`config.mk`:
```
export PLATFORM = sky130hd
export DESIGN_NAME = fllc_control
export DESIGN_NICKNAME = d
export VERILOG_FILES = /design/src/logic/fllc_pkg.sv /design/src/logic/fllc_ref_div.sv /design/src/logic/fllc_osc.sv /design/src/logic/fllc_control.sv
export SDC_FILE = /design/constraint.sdc
export NUM_CORES = 1
export LEC_CHECK = 0
export BUFFER_PORTS_ARGS = -buffer_cell sky130_fd_sc_hd__buf_2
export CAP_MARGIN = 20
export CORE_AREA = 2 2 175 177
export CTS_BUF_LIST = sky130_fd_sc_hd__clkbuf_8
export CTS_CLUSTER_DIAMETER = 120
export DETAILED_ROUTE_END_ITERATION = 7
export DIE_AREA = 0 0 177 179
export PLACE_DENSITY = 0.44
export SYNTH_ARGS = -nofsm -noshare
export SYNTH_HDL_FRONTEND = slang
export SYNTH_SLANG_ARGS = --single-unit
```
`constraint.sdc`:
```
create_clock -name sys_clk -period 6.8 [get_ports sys_clk]
set_input_delay 1.36 -clock sys_clk [delete_from_list [all_inputs] [get_ports sys_clk]]
set_output_delay 1.36 -clock sys_clk [all_outputs]
set_load 0.01 [all_outputs]
```
`src/logic/fllc_pkg.sv`:
```
// constants and types shared by the loop clock generator control
package fllc_pkg;

    // ------------------------------------------------------------
    // register bus
    // ------------------------------------------------------------
    localparam int REG_W = 16;
    localparam int ADDR_W = 10;
    localparam int IDX_W = 8;
    localparam int LANE_W = 2;
    localparam logic [LANE_W-1:0] LANE_ZERO = 2'h0;

    // register indices, byte address is index times four
    localparam logic [IDX_W-1:0] IDX_ENABLE = 8'h3C;
    localparam logic [IDX_W-1:0] IDX_DIVIDER = 8'h3D;
    localparam logic [IDX_W-1:0] IDX_FRACTION = 8'h3E;
    localparam logic [IDX_W-1:0] IDX_INTEGER = 8'h3F;
    localparam logic [IDX_W-1:0] IDX_REFERENCE = 8'h40;
    localparam logic [IDX_W-1:0] IDX_STATUS = 8'h50;

    // ------------------------------------------------------------
    // field positions
    // ------------------------------------------------------------
    localparam int LOOP_ENABLE_BIT = 0;
    localparam int OSC_ENABLE_BIT = 1;
    localparam int FRACTIONAL_BIT = 2;
    localparam int OUTDIV_LSB = 8;
    localparam int OUTDIV_W = 3;
    localparam int FRATIO_LSB = 0;
    localparam int FRATIO_W = 3;
    localparam int INTMUL_LSB = 5;
    localparam int INTMUL_W = 10;
    localparam int FORCE_VAL_LSB = 7;
    localparam int FORCE_VAL_W = 6;
    localparam int FORCE_SEL_BIT = 6;
    localparam int REFDIV_LSB = 3;
    localparam int REFDIV_W = 2;
    localparam int SRC_LSB = 0;
    localparam int SRC_W = 2;
    localparam int STAT_RUN_BIT = 0;
    localparam int STAT_LOCK_BIT = 1;
    localparam int STAT_FREE_BIT = 2;

    // ------------------------------------------------------------
    // reset values
    // ------------------------------------------------------------
    localparam logic [INTMUL_W-1:0] INTMUL_RESET = 10'h177;
    localparam logic [SRC_W-1:0] SRC_RESET = 2'h2;

    // reference source codes
    localparam logic [SRC_W-1:0] SRC_MASTER = 2'h0;
    localparam logic [SRC_W-1:0] SRC_FRAME = 2'h1;
    localparam logic [SRC_W-1:0] SRC_BIT = 2'h2;

    // ------------------------------------------------------------
    // oscillator model
    // ------------------------------------------------------------
    localparam int CTL_W = 16;
    localparam int FB_DIV_W = 4;
    localparam int OUT_CNT_W = 7;

    typedef enum logic [2:0] {
        FLLC_OFF = 3'b001,
        FLLC_FREE = 3'b010,
        FLLC_TRACK = 3'b100
    } fllc_mode_t;

endpackage : fllc_pkg

```
`src/logic/fllc_ref_div.sv`:
```
// reference selection, edge detection and power-of-two pre-divider
`timescale 1ns/10ps
module fllc_ref_div
    import fllc_pkg::*;
(
    input wire logic sys_clk,
    input wire logic rst,
    input wire logic enable,
    input wire logic [SRC_W-1:0] src_sel,
    input wire logic [REFDIV_W-1:0] div_sel,
    input wire logic master_clk_in,
    input wire logic frame_clk_in,
    input wire logic bit_clk_in,
    output logic ref_tick
);

    typedef struct packed {
        logic level;
        logic [2:0] cnt;
        logic tick;
    } fllc_refdiv_state_t;

    fllc_refdiv_state_t q;
    fllc_refdiv_state_t d;
    logic sel_level;
    logic [2:0] mask;

    always_comb begin
        d = q;
        d.tick = 1'b0;
        // [RULE_11] reference source choice
        unique case (src_sel)
            SRC_MASTER: sel_level = master_clk_in;
            SRC_FRAME: sel_level = frame_clk_in;
            SRC_BIT: sel_level = bit_clk_in;
            default: sel_level = 1'b0;
        endcase
        // [RULE_09] divide by 1, 2, 4 or 8
        unique case (div_sel)
            2'h0: mask = 3'h0;
            2'h1: mask = 3'h1;
            2'h2: mask = 3'h3;
            default: mask = 3'h7;
        endcase
        d.level = sel_level;
        if (!enable) begin
            d.cnt = 3'h0;
        end else if (sel_level && !q.level) begin
            d.cnt = q.cnt + 3'h1;
            d.tick = ((q.cnt & mask) == mask);
        end
    end

    always_ff @(posedge sys_clk or posedge rst) begin
        if (rst) begin
            q <= '0;
        end else begin
            q <= d;
        end
    end

    assign ref_tick = q.tick;

endmodule : fllc_ref_div

```
`src/logic/fllc_osc.sv`:
```
// numerically controlled oscillator standing in for the analogue one
`timescale 1ns/10ps
module fllc_osc
    import fllc_pkg::*;
(
    input wire logic sys_clk,
    input wire logic rst,
    input wire logic run,
    input wire logic [CTL_W-1:0] ctl,
    output logic osc_tick
);

    typedef struct packed {
        logic [CTL_W-1:0] acc;
        logic tick;
    } fllc_osc_state_t;

    fllc_osc_state_t q;
    fllc_osc_state_t d;
    logic [CTL_W:0] sum;

    always_comb begin
        sum = {1'b0, q.acc} + {1'b0, ctl};
        d = q;
        if (run) begin
            d.acc = sum[CTL_W-1:0];
            d.tick = sum[CTL_W];
        end else begin
            d.acc = '0;
            d.tick = 1'b0;
        end
    end

    always_ff @(posedge sys_clk or posedge rst) begin
        if (rst) begin
            q <= '0;
        end else begin
            q <= d;
        end
    end

    assign osc_tick = q.tick;

endmodule : fllc_osc

```
`src/logic/fllc_control.sv`:
```
// What this block does
// [RULE_01] The loop runs only while loop enable is set; oscillator enable matters only for free running.
// [RULE_02] Software should always set fractional mode, bit 2, to one.
// [RULE_03] The oscillator is divided by 2 up to 256 by the output divider in bits 10:8.
// [RULE_04] Feedback ratio in bits 2:0 divides by 1, 2, 4, 8, or 16 when its top bit is set.
// [RULE_05] A 16-bit fraction multiplier scales the reference, its top bit weighing one half.
// [RULE_06] A 10-bit integer multiplier in bits 14:5 scales the reference, LSB weighing one.
// [RULE_07] Control select bit 6 picks the digital loop at zero or the forced value at one.
// [RULE_08] A 6-bit forced oscillator value in bits 12:7 drives the oscillator when forced.
// [RULE_09] The chosen reference is divided by 1, 2, 4 or 8 by the field in bits 4:3.
// [RULE_10] Software keeps the divided reference at or below 13.5 MHz.
// [RULE_11] Reference source in bits 1:0: master 00, frame 01, bit clock 10 at reset, 11 reserved.
// [RULE_12] Software avoids the reserved source and changes settings only with the loop off.
//
// The strobed register port is this design's own decision.
`timescale 1ns/10ps
module fllc_control
    import fllc_pkg::*;
#(
    parameter logic [CTL_W-1:0] LOOP_STEP = 16'h0010
) (
    input wire logic sys_clk,
    input wire logic rst,
    input wire logic [ADDR_W-1:0] reg_addr,
    input wire logic [REG_W-1:0] reg_wdata,
    input wire logic reg_write,
    input wire logic reg_read,
    output logic [REG_W-1:0] reg_rdata,
    input wire logic master_clk_in,
    input wire logic frame_clk_in,
    input wire logic bit_clk_in,
    output logic loop_output_clk,
    output logic loop_running,
    output logic loop_locked
);

    // ------------------------------------------------------------
    // state
    // ------------------------------------------------------------
    typedef struct packed {
        logic loop_enable;
        logic oscillator_enable;
        logic fractional_mode;
        logic [OUTDIV_W-1:0] output_divider;
        logic [FRATIO_W-1:0] feedback_ratio;
        logic [REG_W-1:0] fraction_multiplier;
        logic [INTMUL_W-1:0] integer_multiplier;
        logic [FORCE_VAL_W-1:0] forced_oscillator_value;
        logic force_oscillator_select;
        logic [REFDIV_W-1:0] reference_divider;
        logic [SRC_W-1:0] reference_source_select;
        logic [REG_W-1:0] rdata;
        fllc_mode_t mode;
        logic [CTL_W-1:0] ctl;
        logic [FB_DIV_W-1:0] fb_div;
        logic [REG_W-1:0] fb_cnt;
        logic [REG_W-1:0] frac_acc;
        logic [OUT_CNT_W-1:0] out_cnt;
        logic out_clk;
        logic running;
        logic locked;
    } fllc_state_t;

    fllc_state_t q;
    fllc_state_t d;
    logic ref_tick;
    logic osc_tick;
    logic hit;
    logic [IDX_W-1:0] idx;
    logic [FB_DIV_W-1:0] fb_mask;
    logic fb_tick;
    logic [REG_W:0] frac_sum;
    logic [REG_W-1:0] target;
    logic [REG_W-1:0] fb_total;
    logic [OUT_CNT_W-1:0] out_half;
    logic [CTL_W:0] ctl_up;

    // ------------------------------------------------------------
    // reference path and oscillator
    // ------------------------------------------------------------
    fllc_ref_div u_ref_div (
        .sys_clk(sys_clk),
        .rst(rst),
        .enable(q.mode == FLLC_TRACK),
        .src_sel(q.reference_source_select),
        .div_sel(q.reference_divider),
        .master_clk_in(master_clk_in),
        .frame_clk_in(frame_clk_in),
        .bit_clk_in(bit_clk_in),
        .ref_tick(ref_tick)
    );

    fllc_osc u_osc (
        .sys_clk(sys_clk),
        .rst(rst),
        .run(q.mode != FLLC_OFF),
        .ctl(q.ctl),
        .osc_tick(osc_tick)
    );

    // ------------------------------------------------------------
    // next state
    // ------------------------------------------------------------
    always_comb begin
        d = q;
        d.rdata = '0;
        idx = reg_addr[ADDR_W-1:LANE_W];
        hit = (reg_addr[LANE_W-1:0] == LANE_ZERO);

        // register writes
        if (reg_write && hit) begin
            unique case (idx)
                IDX_ENABLE: begin
                    d.loop_enable = reg_wdata[LOOP_ENABLE_BIT];
                    d.oscillator_enable = reg_wdata[OSC_ENABLE_BIT];
                    d.fractional_mode = reg_wdata[FRACTIONAL_BIT];
                end
                IDX_DIVIDER: begin
                    d.output_divider =
                        reg_wdata[OUTDIV_LSB +: OUTDIV_W];
                    d.feedback_ratio =
                        reg_wdata[FRATIO_LSB +: FRATIO_W];
                end
                IDX_FRACTION: begin
                    d.fraction_multiplier = reg_wdata;
                end
                IDX_INTEGER: begin
                    d.integer_multiplier =
                        reg_wdata[INTMUL_LSB +: INTMUL_W];
                end
                IDX_REFERENCE: begin
                    d.forced_oscillator_value =
                        reg_wdata[FORCE_VAL_LSB +: FORCE_VAL_W];
                    d.force_oscillator_select =
                        reg_wdata[FORCE_SEL_BIT];
                    d.reference_divider =
                        reg_wdata[REFDIV_LSB +: REFDIV_W];
                    d.reference_source_select =
                        reg_wdata[SRC_LSB +: SRC_W];
                end
                default: begin
                end
            endcase
        end

        // register reads, unmapped addresses read zero
        if (reg_read && hit) begin
            unique case (idx)
                IDX_ENABLE: begin
                    d.rdata[LOOP_ENABLE_BIT] = q.loop_enable;
                    d.rdata[OSC_ENABLE_BIT] = q.oscillator_enable;
                    d.rdata[FRACTIONAL_BIT] = q.fractional_mode;
                end
                IDX_DIVIDER: begin
                    d.rdata[OUTDIV_LSB +: OUTDIV_W] = q.output_divider;
                    d.rdata[FRATIO_LSB +: FRATIO_W] = q.feedback_ratio;
                end
                IDX_FRACTION: begin
                    d.rdata = q.fraction_multiplier;
                end
                IDX_INTEGER: begin
                    d.rdata[INTMUL_LSB +: INTMUL_W] =
                        q.integer_multiplier;
                end
                IDX_REFERENCE: begin
                    d.rdata[FORCE_VAL_LSB +: FORCE_VAL_W] =
                        q.forced_oscillator_value;
                    d.rdata[FORCE_SEL_BIT] = q.force_oscillator_select;
                    d.rdata[REFDIV_LSB +: REFDIV_W] = q.reference_divider;
                    d.rdata[SRC_LSB +: SRC_W] = q.reference_source_select;
                end
                IDX_STATUS: begin
                    d.rdata[STAT_RUN_BIT] = q.running;
                    d.rdata[STAT_LOCK_BIT] = q.locked;
                    d.rdata[STAT_FREE_BIT] = (q.mode == FLLC_FREE);
                end
                default: begin
                end
            endcase
        end

        // [RULE_01] run only with loop enable set
        if (!q.loop_enable) begin
            d.mode = FLLC_OFF;
        end else if (q.force_oscillator_select) begin
            d.mode = q.oscillator_enable ? FLLC_FREE : FLLC_OFF;
        end else begin
            d.mode = FLLC_TRACK;
        end

        // [RULE_04] feedback ratio mask
        unique case (q.feedback_ratio)
            3'h0: fb_mask = 4'h0;
            3'h1: fb_mask = 4'h1;
            3'h2: fb_mask = 4'h3;
            3'h3: fb_mask = 4'h7;
            default: fb_mask = 4'hF;
        endcase
        fb_tick = osc_tick && ((q.fb_div & fb_mask) == fb_mask);

        // [RULE_05] fraction accumulates, msb weighs one half
        frac_sum = {1'b0, q.frac_acc} + {1'b0, q.fraction_multiplier};
        // [RULE_06] integer part of the multiplier
        target = {{(REG_W-INTMUL_W){1'b0}}, q.integer_multiplier}
            + {{(REG_W-1){1'b0}}, q.fractional_mode & frac_sum[REG_W]};
        fb_total = q.fb_cnt + {{(REG_W-1){1'b0}}, fb_tick};
        ctl_up = {1'b0, q.ctl} + {1'b0, LOOP_STEP};

        // [RULE_03] half period of the output divider
        out_half = OUT_CNT_W'((8'h01 << q.output_divider) - 8'h01);

        unique case (q.mode)
            FLLC_OFF: begin
                d.ctl = '0;
                d.fb_div = '0;
                d.fb_cnt = '0;
                d.frac_acc = '0;
                d.locked = 1'b0;
            end
            FLLC_FREE: begin
                // [RULE_07] forced value drives oscillator
                // [RULE_08] forced value placed at the top
                d.ctl = {q.forced_oscillator_value,
                         {(CTL_W-FORCE_VAL_W){1'b0}}};
                d.locked = 1'b0;
            end
            FLLC_TRACK: begin
                // [RULE_07] digital loop steers oscillator
                if (osc_tick) begin
                    d.fb_div = q.fb_div + 4'h1;
                end
                if (ref_tick) begin
                    d.fb_cnt = '0;
                    if (q.fractional_mode) begin
                        d.frac_acc = frac_sum[REG_W-1:0];
                    end
                    d.locked = (fb_total == target);
                    if (fb_total < target) begin
                        d.ctl = ctl_up[CTL_W] ? '1 : ctl_up[CTL_W-1:0];
                    end else if (fb_total > target) begin
                        d.ctl = (q.ctl < LOOP_STEP) ? '0
                            : q.ctl - LOOP_STEP;
                    end
                end else if (fb_tick && (q.fb_cnt != '1)) begin
                    d.fb_cnt = fb_total;
                end
            end
            default: begin
                d.mode = FLLC_OFF;
            end
        endcase

        // [RULE_03] output clock divider
        if (q.mode == FLLC_OFF) begin
            d.out_cnt = '0;
            d.out_clk = 1'b0;
        end else if (osc_tick) begin
            if (q.out_cnt >= out_half) begin
                d.out_cnt = '0;
                d.out_clk = !q.out_clk;
            end else begin
                d.out_cnt = q.out_cnt + 7'h01;
            end
        end
        d.running = (q.mode != FLLC_OFF);
    end

    // ------------------------------------------------------------
    // registers
    // ------------------------------------------------------------
    always_ff @(posedge sys_clk or posedge rst) begin
        if (rst) begin
            q <= '0;
            q.mode <= FLLC_OFF;
            q.integer_multiplier <= INTMUL_RESET;
            // [RULE_11] bit clock at reset
            q.reference_source_select <= SRC_RESET;
        end else begin
            q <= d;
        end
    end

    assign reg_rdata = q.rdata;
    assign loop_output_clk = q.out_clk;
    assign loop_running = q.running;
    assign loop_locked = q.locked;

endmodule : fllc_control

```
==> results.ini <==
[run_status]
outcome = finished, final reports clean

[logic_synthesis]
synth_seq_area_share = 0.414
syn-num-nets = 992
yosysUniqueCellTypes = 77
ys_async_sr_fraction = 1.00
synth_seq_cells = 146
synthTopCellsByArea = dfrtp_1 (39%), ha_1 (8.3%), mux2_2 (5.9%)
syn-cell-area_um2 = 8850
yosys_warnings = 0
synth_flop_cell = dfrtp_1
yosysTopAreaCell = dfrtp_1
synth_edf_count = 0
netlist_instances = 898
postSynthAreaPerCell_um2 = 9.85
yosysTopAreaCellShare = 0.388

[die]
num_rows = 64
die_h_um = 179
core_um2 = 30000
initial_core_util = 0.295
ioPinCount = 52
die_x_um = 177
die_area_um2 = 31700

[clock_tree]
clock-root-buffer = clkbuf_8
cts_tree = built
cts_hold_buf = 0
clkTransAtPathRegs_ns = 0.08
htreeDepth = 4
cts_resized = 0
insertion_delay_ns = 0.47
cts_made_buffers = 17
cts_buffer_depth = 2
postCtsSetupBuffers = 0
clkSinkCount = 146

[detailed_routing]
initialDrtViolationCount = 336
vias = 6776
ant_nets = 0
drc = 0
drt_first_pass_iters = 5
wl_per_cell_um = 17.7
drt-total-wl_mm = 23.6
viasPerCell = 5.08

[grt]
grt_max_degree = 61
grt_pass1_wl_mm = 38.4
gr-usage-all-layers = 0.157
overflow = 0
antenna_found_initial = 0
grt_pass1_vias = 6798

[layout]
synthToLayoutAreaGrowth_pct = 10.3
utilization = 0.325
layout-drive-gt1-share = 0.180
layout.nets = 1018
antenna_cells = 0

[setup_path]
slowest_delay_ns = 0.41
cp-start-kind = flip-flop
crit_top_cell = ha_1
cpMaxStageDelayCell = dfrtp_1
critical_path_class = flip-flop to flip-flop
worst-path-max-fanout = 15
critPathArrivalTime_ns = 6.30
cp_cell_sequence = ha_1, nor2b_1, o31a_1, o21a_1, a21bo_2, a41oi_1, a21oi_1, a31o_2, a211oi_1, nor2_1, ha_1, ha_1, xnor2_1, ha_1, and3_1, a221o_1, a221o_1, nor2_4, nand2_2, a21o_1, or2_1, or3_1, nand3_1
cp-end-kind = flip-flop
cp.required_ns = 7.19

[run]
drv_cap = 0

[timing]
fin_crit_ns = 5.91
fin_crit_sh = 0.869
finClkSkew_ns = 0.0184
finalMaxSlewViolations = 0
setup_violations = 0
finalSetupTns_ns = 0
hold_ws_ns = 0.484
tightestPinTransition_ns = 1.10
rsz0062_at_grt = no
fmax_mhz = 169
hold_viol = 0
slew_headroom = 0.262

[place]
io_buffers = 51
gp_congestion = 0.792
hpwlAfterDp_mm = 17.0

[power_and_ir_drop]
p_leak_nw = 4.60
powerDensity_nw_per_um2 = 169
peakVddDrop_mv = 0.0882

[min_path]
worstHoldPathType = flip-flop to flip-flop

## metal layers
layer	track usage	share of wire	routed length (um)	up-vias
met5	0	0	0	-
met3	0.0237	0.019	453	15
met2	0.264	0.48	11400	71
met4	0.0362	0.0093	220	0
met1	0.211	0.49	11500	3357
li1	-	-	-	3333
## Yosys cell counts, types with 10 or more instances
master / instances
clkbuf_1: 23
dfrtp_1: 137
nand3_1: 38
ha_1: 59
nor2_1: 64
xor2_1: 20
inv_1: 29
nand4_1: 10
or3_1: 11
and2_1: 10
a21o_1: 21
o21ai_0: 49
and3_1: 18
xnor2_1: 23
nand2_1: 74
nor3_1: 24
buf_4: 16
mux2_2: 46
a21oi_1: 40
## flip-flops by register name, indices dropped and copies added, names as in the netlist
| name | cells |
|---|---|
| u_ref_div.q | 4 |
| u_osc.q | 16 |
| loop_locked | 1 |
| u_ref_div.ref_tick | 1 |
| q | 105 |
| loop_output_clk | 1 |
| loop_running | 1 |
| reg_rdata | 16 |
| u_osc.osc_tick | 1 |
## per-stage QoR
step | std cells | total power, mW | instance area (um^2) | setup slack (ns)
2_1_floorplan | 898 | 0.945 | 8850 | 1.53
3_3_place_gp | 1301 | 0.978 | 9380 | 1.01
3_5_place_dp | 1301 | 0.978 | 9380 | 0.898
4_1_cts | 1333 | 1.68 | 9760 | 0.858
5_1_grt | 1333 | 1.73 | 9760 | 0.470
6_report | 1333 | 1.65 | 9760 | 0.891
## kinds of logic after synthesis
group / share of synthesized area
AND/OR/NAND/NOR: 0.174
AO/OA/AOI/OAI: 0.169
flip-flops: 0.414
buffers and inverters: 0.0437
adder cells (fa/ha/maj): 0.0880
multiplexers: 0.0659
XOR/XNOR: 0.0444
## worst max-delay path: cells and delay by family, from the launching register on
kind / cells / cell delay, ns
adders and majority gates: 4 / 1.07
xor gates and xnor gates: 1 / 0.13
AOI/OAI and AO/OA: 10 / 2.68
and+or+nand+nor: 8 / 1.56
DFF: 1 / 0.41
## placed cells by master, fill, tap and decap left out, types with 10 or more instances in the layout
| cell | n |
|---|---|
| dfrtp_1 | 137 |
| nand2_1 | 74 |
| nor2_1 | 64 |
| ha_1 | 59 |
| buf_2 | 51 |
| o21ai_0 | 49 |
| mux2_2 | 46 |
| a21oi_1 | 40 |
| nand3_1 | 38 |
| inv_1 | 29 |
| nor3_1 | 24 |
| xnor2_1 | 23 |
| a21o_1 | 21 |
| xor2_1 | 20 |
| and3_1 | 18 |
| clkbuf_8 | 17 |
| or3_1 | 11 |
| nand4_1 | 10 |
| and2_1 | 10 |
## worst paths after layout
check	start	endpoint	slack, ns	cells after the start
worst max-delay path	q[104]	q[56]	0.89	23
worst min-delay path	q[125]	q[62]	0.48	1
worst max register to register	q[104]	q[56]	0.89	23
worst min register to register	q[125]	q[62]	0.48	1
max in group asynchronous	rst	loop_locked	4.68	3
min in group asynchronous	rst	reg_rdata[13]	0.88	2
## layout make-up
type / instances / area, um^2
clock inverter: 15 / 145
timing repair buffer: 58 / 308
tap: 396 / 495
multi-input combinational: 672 / 4790
sequential: 146 / 3660
fill: 3153 / 20300
inverter: 29 / 114
clock buffer: 17 / 234
## report_power, final
part,internal [mW],switching (mW)
registers,0.873,0.00555
logic,0.0261,0.0544
clock network,0.299,0.393
Note: power is estimated with default switching activity, not from simulation.
